<file path="src/upco_defines.svh">
// Constants for the pin control block
`ifndef UPCO_DEFINES_SVH
`define UPCO_DEFINES_SVH
`define UPCO_MCR_LOOP_BIT 3
`define UPCO_MCR_W 8
`define UPCO_MCR_RST 8'h00
`define UPCO_BUS_16 1'b1
`define UPCO_BUS_68 1'b0
`define UPCO_RST_SYNC_W 2
`define UPCO_MCR_RTS_BIT 1
`define UPCO_MCR_DTR_BIT 0
`define UPCO_NCHAN 2
`define UPCO_CHAN_A 0
`define UPCO_CHAN_B 1
`define UPCO_STAT_W 4
`endif

</file>
<file path="src/upco_pkg.sv">
// Types for the pin control block
package upco_pkg;
   typedef enum logic [0:0] {
      UPCO_MODE_68 = 1'b0,
      UPCO_MODE_16 = 1'b1
   } upco_bus_mode_t;
   typedef struct packed {
      logic cs_a_n;
      logic cs_b_n;
      logic rd_n;
      logic wr_n;
      logic rw_n;
      logic a3;
   } upco_bus_in_t;
   typedef struct packed {
      logic sel_a;
      logic sel_b;
      logic rd;
      logic wr;
   } upco_bus_req_t;
   typedef struct packed {
      logic dsr;
      logic cd;
      logic ri;
      logic cts;
   } upco_modem_stat_t;
endpackage

</file>
<file path="src/upco_chan_out.sv">
// Per-channel auxiliary output and interrupt enable from the modem control bit
`timescale 1ns/1ns
`include "upco_defines.svh"
module upco_chan_out (
   input wire logic core_clk,
   input wire logic rst,
   input wire logic [`UPCO_MCR_W-1:0] modem_ctrl_reg,
   input wire logic irq_req,
   output logic aux_out_n,
   output logic irq_out,
   output logic irq_oe
);
   wire gate_on;
   assign gate_on = modem_ctrl_reg[`UPCO_MCR_LOOP_BIT];
   always_ff @(posedge core_clk) begin
      if (rst) begin
         aux_out_n <= 1'b1;
         irq_oe <= 1'b0;
         irq_out <= 1'b0;
      end else begin
         // Aux pin and irq enable share one bit, so aux is no free output
         aux_out_n <= ~gate_on;
         irq_oe <= gate_on;
         irq_out <= irq_req & gate_on;
      end
   end
endmodule

</file>
<file path="src/upco_top.sv">
// Pin-level control: aux outputs, irq gating, channel B modem pins, bus select
`timescale 1ns/1ns
`include "upco_defines.svh"
module upco_top (
   input wire logic core_clk,
   input wire logic reset_n,
   input wire logic osc_in,
   input wire logic bus_sel,
   input wire logic reset_pin,
   input wire upco_pkg::upco_bus_in_t bus_in,
   input wire logic [`UPCO_MCR_W-1:0] modem_ctrl_reg_a,
   input wire logic [`UPCO_MCR_W-1:0] modem_ctrl_reg_b,
   input wire logic irq_req_a,
   input wire logic irq_req_b,
   input wire logic tx_bit_b,
   input wire logic ser_in_b,
   input wire logic clr_send_b_n,
   input wire logic set_ready_b_n,
   input wire logic carrier_det_b_n,
   input wire logic ring_ind_b_n,
   output logic osc_out,
   output logic aux_out_a_n,
   output logic aux_out_b_n,
   output logic irq_out_a,
   output logic irq_out_a_oe,
   output logic irq_out_b,
   output logic irq_out_b_oe,
   output logic ser_out_b,
   output logic req_send_b_n,
   output logic term_ready_b_n,
   output logic rx_bit_b,
   output logic tx_allowed_b,
   output upco_pkg::upco_modem_stat_t modem_stat_b,
   output upco_pkg::upco_bus_mode_t bus_mode,
   output upco_pkg::upco_bus_req_t bus_req,
   output logic dev_reset
);
   import upco_pkg::*;

   upco_bus_mode_t next_mode;
   upco_bus_req_t next_req;
   logic pin_reset_act;
   logic [`UPCO_RST_SYNC_W-1:0] rst_hold;
   wire int_rst;
   wire mode16;

   // Host strobe decode, one named wire per term
   wire cs_a_on;
   wire cs_b_on;
   wire any_cs16;
   wire sel_a16;
   wire sel_b16;
   wire rd16;
   wire wr16;
   wire sel_a68;
   wire sel_b68;
   wire rd68;
   wire wr68;

   // Channel-indexed views of the per-channel pins
   wire [`UPCO_NCHAN-1:0][`UPCO_MCR_W-1:0] mcr_v;
   wire [`UPCO_NCHAN-1:0] irq_req_v;
   wire [`UPCO_NCHAN-1:0] aux_n_v;
   wire [`UPCO_NCHAN-1:0] irq_v;
   wire [`UPCO_NCHAN-1:0] irq_oe_v;

   // Channel B modem pins, in the bit order of the status struct
   wire [`UPCO_STAT_W-1:0] stat_pin_n;
   wire [`UPCO_STAT_W-1:0] stat_act;
   wire rts_on;
   wire dtr_on;
   wire cts_on;

   assign mode16 = (bus_sel == `UPCO_BUS_16);
   assign next_mode = mode16 ? UPCO_MODE_16 : UPCO_MODE_68;
   // Reset pin polarity follows the bus select
   assign pin_reset_act = mode16 ? reset_pin : ~reset_pin;
   // Either source clears the pins; bus mode survives a pin reset
   assign int_rst = ~reset_n | rst_hold[0];

   // 16 mode: separate strobes and per-channel selects
   assign cs_a_on = ~bus_in.cs_a_n;
   assign cs_b_on = ~bus_in.cs_b_n;
   assign any_cs16 = cs_a_on | cs_b_on;
   assign sel_a16 = cs_a_on;
   assign sel_b16 = cs_b_on;
   assign rd16 = ~bus_in.rd_n & any_cs16;
   assign wr16 = ~bus_in.wr_n & any_cs16;
   // 68 mode: one select, direction line, a3 picks the channel
   assign sel_a68 = cs_a_on & ~bus_in.a3;
   assign sel_b68 = cs_a_on & bus_in.a3;
   assign rd68 = cs_a_on & bus_in.rw_n;
   assign wr68 = cs_a_on & ~bus_in.rw_n;
   assign next_req = mode16 ? {sel_a16, sel_b16, rd16, wr16}
      : {sel_a68, sel_b68, rd68, wr68};

   // Control bits set means asserted, pin low
   assign rts_on = modem_ctrl_reg_b[`UPCO_MCR_RTS_BIT];
   assign dtr_on = modem_ctrl_reg_b[`UPCO_MCR_DTR_BIT];
   assign cts_on = ~clr_send_b_n;
   assign stat_pin_n = {set_ready_b_n, carrier_det_b_n, ring_ind_b_n, clr_send_b_n};

   // Status only; nothing in the data path reads these
   for (genvar s = 0; s < `UPCO_STAT_W; s++) begin : g_stat
      assign stat_act[s] = ~stat_pin_n[s];
   end

   always_ff @(posedge core_clk) begin
      if (!reset_n) begin
         bus_mode <= UPCO_MODE_68;
      end else begin
         bus_mode <= next_mode;
      end
   end

   // Two-stage pipe on the reset pin; only the last stage is used
   always_ff @(posedge core_clk) begin
      if (!reset_n) begin
         rst_hold <= '0;
         dev_reset <= 1'b1;
      end else begin
         rst_hold <= {pin_reset_act, rst_hold[`UPCO_RST_SYNC_W-1:1]};
         dev_reset <= rst_hold[0];
      end
   end

   always_ff @(posedge core_clk) begin
      if (int_rst) begin
         bus_req <= '0;
      end else begin
         bus_req <= next_req;
      end
   end

   // Registered copy of the reference; costs one cycle of skew
   always_ff @(posedge core_clk) begin
      if (int_rst) begin
         osc_out <= 1'b0;
      end else begin
         osc_out <= osc_in;
      end
   end

   // Transmitter sits at mark through any reset
   always_ff @(posedge core_clk) begin
      if (int_rst) begin
         ser_out_b <= 1'b1;
      end else begin
         ser_out_b <= tx_bit_b;
      end
   end

   // Line idles high, so a missing partner reads as idle
   always_ff @(posedge core_clk) begin
      if (int_rst) begin
         rx_bit_b <= 1'b1;
      end else begin
         rx_bit_b <= ser_in_b;
      end
   end

   always_ff @(posedge core_clk) begin
      if (int_rst) begin
         req_send_b_n <= 1'b1;
         term_ready_b_n <= 1'b1;
      end else begin
         req_send_b_n <= ~rts_on;
         term_ready_b_n <= ~dtr_on;
      end
   end

   always_ff @(posedge core_clk) begin
      if (int_rst) begin
         tx_allowed_b <= 1'b0;
      end else begin
         tx_allowed_b <= cts_on;
      end
   end

   always_ff @(posedge core_clk) begin
      if (int_rst) begin
         modem_stat_b <= '0;
      end else begin
         modem_stat_b <= stat_act;
      end
   end

   assign mcr_v = {modem_ctrl_reg_b, modem_ctrl_reg_a};
   assign irq_req_v = {irq_req_b, irq_req_a};

   // One gate cell per channel; each follows only its own bit 3
   for (genvar c = 0; c < `UPCO_NCHAN; c++) begin : g_chan
      upco_chan_out u_chan (
         .core_clk(core_clk),
         .rst(int_rst),
         .modem_ctrl_reg(mcr_v[c]),
         .irq_req(irq_req_v[c]),
         .aux_out_n(aux_n_v[c]),
         .irq_out(irq_v[c]),
         .irq_oe(irq_oe_v[c])
      );
   end

   assign aux_out_a_n = aux_n_v[`UPCO_CHAN_A];
   assign irq_out_a = irq_v[`UPCO_CHAN_A];
   assign irq_out_a_oe = irq_oe_v[`UPCO_CHAN_A];
   assign aux_out_b_n = aux_n_v[`UPCO_CHAN_B];
   assign irq_out_b = irq_v[`UPCO_CHAN_B];
   assign irq_out_b_oe = irq_oe_v[`UPCO_CHAN_B];
endmodule

</file>
<file path="config.mk">
export PLATFORM = sky130hd
export DESIGN_NAME = upco_top
export DESIGN_NICKNAME = d
export VERILOG_FILES = /design/src/upco_pkg.sv /design/src/upco_chan_out.sv /design/src/upco_top.sv
export VERILOG_INCLUDE_DIRS = /design/src /design/src/src
export SDC_FILE = /design/constraint.sdc
export NUM_CORES = 1
export LEC_CHECK = 0
export CAP_MARGIN = 20
export CORE_AREA = 4 4 47 49
export CTS_BUF_LIST = sky130_fd_sc_hd__clkbuf_16
export CTS_CLUSTER_SIZE = 40
export DETAILED_ROUTE_END_ITERATION = 10
export DIE_AREA = 0 0 51 53
export DONT_BUFFER_PORTS = 1
export PLACE_DENSITY = 0.63
export SYNTH_ARGS = -nofsm -noshare
export SYNTH_HDL_FRONTEND = slang
export SYNTH_SLANG_ARGS = --single-unit
</file>
<file path="constraint.sdc">
create_clock -name core_clk -period 1.8 [get_ports core_clk]
set_clock_uncertainty 0.2 [all_clocks]
set_input_delay 0.27 -clock core_clk [delete_from_list [all_inputs] [get_ports core_clk]]
set_output_delay 0.27 -clock core_clk [all_outputs]
set_load 0.005 [all_outputs]
</file>
# --- Word-level counts from Yosys, hierarchy flattened ---
# Index checks and enable logic that the tools add are counted.
word_totals:
  register_bits: 23
  inputBits: 35
  wordCells: 51
classes:
  n_mux: 3
  bitwise_logic: 26
ops:
  columns: ["cell", "n"]
  rows:
  - ["NOT 1 bit", 16]
  - ["AND 1 bit", 8]
  - ["two-way mux 4 bit", 1]
  - ["two-way mux 1 bit", 2]
  - ["OR 1 bit", 2]

# --- Longest topological paths before layout ---
logic_depth:
  word_depth: 4
  ltp_mapped: 4
  depth_no_buf: 3

# --- Hierarchy ---
# Synthesis repeated with hierarchy kept, for this count alone.
unflattened:
  hier_cells: 61
  area_unflattened_um2: 718.2
by_module_without_submodules:
  columns: ["module", "n_inst", "cells_per_inst", "area_per_inst_um2"]
  rows:
  - ["upco_top", 1, 49, 548.0]
  - ["upco_chan_out", 2, 6, 85.1]

# --- Worst setup path before layout ---
# Ideal clock, no wire load.
synth_timing:
  path_kind: "in2reg"
  start: "input port bus_sel"
  end: "register bus_req[0] (netlist name)"
  setup_time_ns: 0.088
  arrival_time_ns: 0.844
  required_ns: 1.512
  setup_slack_ns: 0.668
  stages: 3
  path_buffers: 1
  path_cell_list: "buf_6 -> mux2_4 -> o32ai_2"
synth_between:
  elab_chain_len: 1
synth_rtl:
  columns: ["item", "line_no", "rtl"]
  rows:
  - ["from (decl)", "upco_top.sv:8", "input wire logic bus_sel,"]
  - ["two-way mux 4 bit", "upco_top.sv:94", "assign next_req = mode16 ? {sel_a16, sel_b16, rd16, wr16}"]
  - ["to (signal assigned)", "upco_top.sv:131", "bus_req <= next_req;"]
  - ["to (decl)", "upco_top.sv:35", "output upco_pkg::upco_bus_req_t bus_req,"]
# No other way between the ends.
# A chain may end at the register's enable or synchronous reset.

# --- Worst setup path after layout ---
layout_timing:
  start: "register rst_hold[0]"
  end: "register bus_req[1] (netlist name)"
layout_between:
  elab_chain_len: 1
layout_rtl:
  columns: ["item", "line_no", "rtl"]
  rows:
  - ["from (decl)", "upco_top.sv:43", "logic [`UPCO_RST_SYNC_W-1:0] rst_hold;"]
  - ["from (signal assigned)", "upco_top.sv:122", "rst_hold <= {pin_reset_act, rst_hold[`UPCO_RST_SYNC_W-1:1]};"]
  - ["OR 1 bit", "upco_top.sv:79", "assign int_rst = ~reset_n | rst_hold[0];"]
# No other way between the ends.

==> metrics.csv <==
stage;metric;value;unit
outcome;status;finished, final reports clean;
placed_design;place.gp.congestion;0.569;
layout;final_common_cell;dfxtp_1;
routing;ant_nets;0;
global_routing;grt_start_max_net_pins;14;
sta;tns;0;ns
synth;netlist_instances;60;
sta;slew_headroom;86.0;%
cts;cts.repair.resized;0;
cts;cts-root-buf;clkbuf_16;
worst_hold_path;min_to;bus_req[1]$_SDFF_PP0_;
global_routing;overflow;0;
routing;dr.pass1.iters;4;
cts;htree_levels;1;
layout;final_cell_mix;dfxtp_1 (23), dlygate4sd3_1 (18), nor2_1 (6);
cts;clk_pin_slew;0.05;ns
setup_path;required;1.75;ns
layout;nNetsFinal;116;
power_and_ir_drop;ir_drop;0.523;mV
synth;synth.distinct_cells;21;
placed_design;placed_cells_incl_taps;85;
synth;synth-seq-area-share;66.5;%
setup_path;r2r-start;rst_hold[0]$_SDFF_PN0_;
global_routing;grt_pass1_vias;470;
layout;post-route-util;51.9;%
synth;yosysTopAreaCell;dfxtp_1;
layout;regArea;460;µm²
setup_path;rr_worst_depth;3;
cts;numCtsBuffers;3;
cts;cts_tree;done;
layout;syn_to_final_growth;39.8;%
floorplanning;die_h;53;µm
sta;hold_viol;0;
cts;clockBufferDepth;2;
sta;period_share;67.1;%
worst_hold_path;min_path_cells;2;
cts;cts_hold_buffers;18;
layout;n_antenna_cell;0;
setup_path;r2r-end;bus_req[1]$_SDFF_PP0_;
run;cap_violations;0;
setup_path;path_class;reg2reg;
sta;period_minus_slack;1.21;ns
synth;synth_area_leaders;dfxtp_1 (67%), and2_1 (3.6%), nor2_1 (3.3%);
setup_path;cp.arrival;1.16;ns
sta;rsz0062_at_grt;false;
cts;clk_latency;0.25;ns
floorplanning;num_io_pins;57;
worst_hold_path;hold_path.startpoint;bus_sel;
floorplanning;die_area;2700;µm²
sta;max_slew.worst_pin.slew;0.209;ns
sta;timing.fmax;828;MHz
layout;stdcell_count;107;
layout;drive_gt1_share;10.0;%
floorplanning;rows;16;
power_and_ir_drop;finalPower;1080;µW
setup_path;worst_setup_path_start_kind;register;
synth;synth_area;692;µm²
synth;synth_seq_cells;23;
global_routing;grt_usage;9.77;%
setup_path;cp-end-kind;register;
routing;routedWlPerCell;11.9;µm
power_and_ir_drop;power_density;1120;nW/µm²
synth;avgSynthCellArea;11.5;µm²
setup_path;rrSetupSlack;0.59;ns
layout;fill_cells;169;
cts;clock_sinks;23;
placed_design;port_buffers;0;
synth;synth_nets;95;
synth;synth_top_area_share;66.5;%
worst_hold_path;hold_path_class;in2reg;
routing;vias;462;
routing;drc;0;
setup_path;cp_max_fo;9;
synth;yosys_warnings;0;
layout;multi_input_area;190;µm²
power_and_ir_drop;p_leak;0.000419;µW
floorplanning;start_util;37.2;%
routing;via_per_inst;4.32;
global_routing;grt_pass1_wl;1940;µm
cts;post-cts-setup-buffers;0;
routing;drt_iter0_drc;2;
placed_design;pre_cts_slack;0.576;ns
routing;wirelength;1280;µm
floorplanning;fp.dieW;51;µm
global_routing;antenna_found_initial;0;
sta;setup_viol;0;
sta;setup_ws;0.592;ns
floorplanning;core-area;1860;µm²
sta;drv_slew;0;
==> metal layers <==
layer  global-route usage, %  share of wire [%]  up-vias
li1                        -                  -      230
met1                    10.1                 37      202
met2                    16.3                 52       30
met3                    4.51                 11        0
met4                    5.38                  0        0
met5                       0                  0        -
==> cells by family (layout without fill, tap and decap cells) <==
group	Yosys count	after routing	share of synthesized area (%)
muxes	2	2	3.62
AOI/OAI and AO/OA	3	3	4.34
DFF	23	23	66.5
and+or+nand+nor	24	24	18.3
buffers and inverters	7	27	5.97
xor gates and xnor gates	1	1	1.27
==> Yosys cell counts <==
master / count
and3_1: 2
nand2b_1: 2
and2b_1: 2
o32ai_2: 1
nand3_1: 1
mux2i_1: 1
and2_1: 4
a21oi_1: 1
nor2b_1: 1
inv_1: 3
nand3b_1: 1
xnor2_1: 1
dfxtp_1: 23
inv_2: 1
nand2_1: 4
mux2_4: 1
nor3_1: 1
buf_6: 1
buf_4: 2
o32ai_1: 1
nor2_1: 6
==> state kept, by name (all words and copies together) (netlist names) <==
register	count
bus_req	4
modem_stat_b	4
g_chan.u_chan.aux_out_n	2
g_chan.u_chan.irq_oe	2
g_chan.u_chan.irq_out	2
rst_hold	2
bus_mode	1
dev_reset	1
osc_out	1
req_send_b_n	1
rx_bit_b	1
ser_out_b	1
term_ready_b_n	1
==> through the flow <==
stage | cell area (µm²) | hold slack, ns
floorplan | 692 | 0.132
global placement | 707 | 0.133
detailed placement | 707 | 0.136
CTS | 967 | 0.00764
global route | 967 | 0.00353
finish | 967 | 0.00276
==> final cells by class <==
class,count,share of cell area (%)
flip-flops and latches,23,47.6
multi-input cells,30,19.7
inverters,4,1.55
clock buffers,3,7.76
well taps,27,3.49
repair buffers,19,19.4
clock inverters,1,0.517
==> worst max path at each step <==
| stage | from | to | slack (ns) | cells after the start |
|---|---|---|---|---|
| after detailed placement | rst_hold[0]$_SDFF_PN0_ | bus_req[1]$_SDFF_PP0_ | 0.58 | 3 |
| after CTS | rst_hold[0]$_SDFF_PN0_ | bus_req[1]$_SDFF_PP0_ | 0.56 | 3 |
| after global placement | rst_hold[0]$_SDFF_PN0_ | bus_req[1]$_SDFF_PP0_ | 0.57 | 3 |
| final | rst_hold[0]$_SDFF_PN0_ | bus_req[1]$_SDFF_PP0_ | 0.59 | 3 |
| after floorplan | bus_sel | bus_req[0]$_SDFF_PP0_ | 0.67 | 3 |
| after global routing | rst_hold[0]$_SDFF_PN0_ | bus_req[1]$_SDFF_PP0_ | 0.50 | 3 |
==> critical path, cell delays in order, from the launching register on <==
cell and delay, ns:
dfxtp_1 0.29, and2b_1 0.26, inv_2 0.11, o32ai_1 0.26
==> power by group <==
group	internal, µW	switching, µW
clock network	297	154
registers	541	14.7
logic	48.1	26.7
total	886	195
Power figures use the tool's default switching activity.
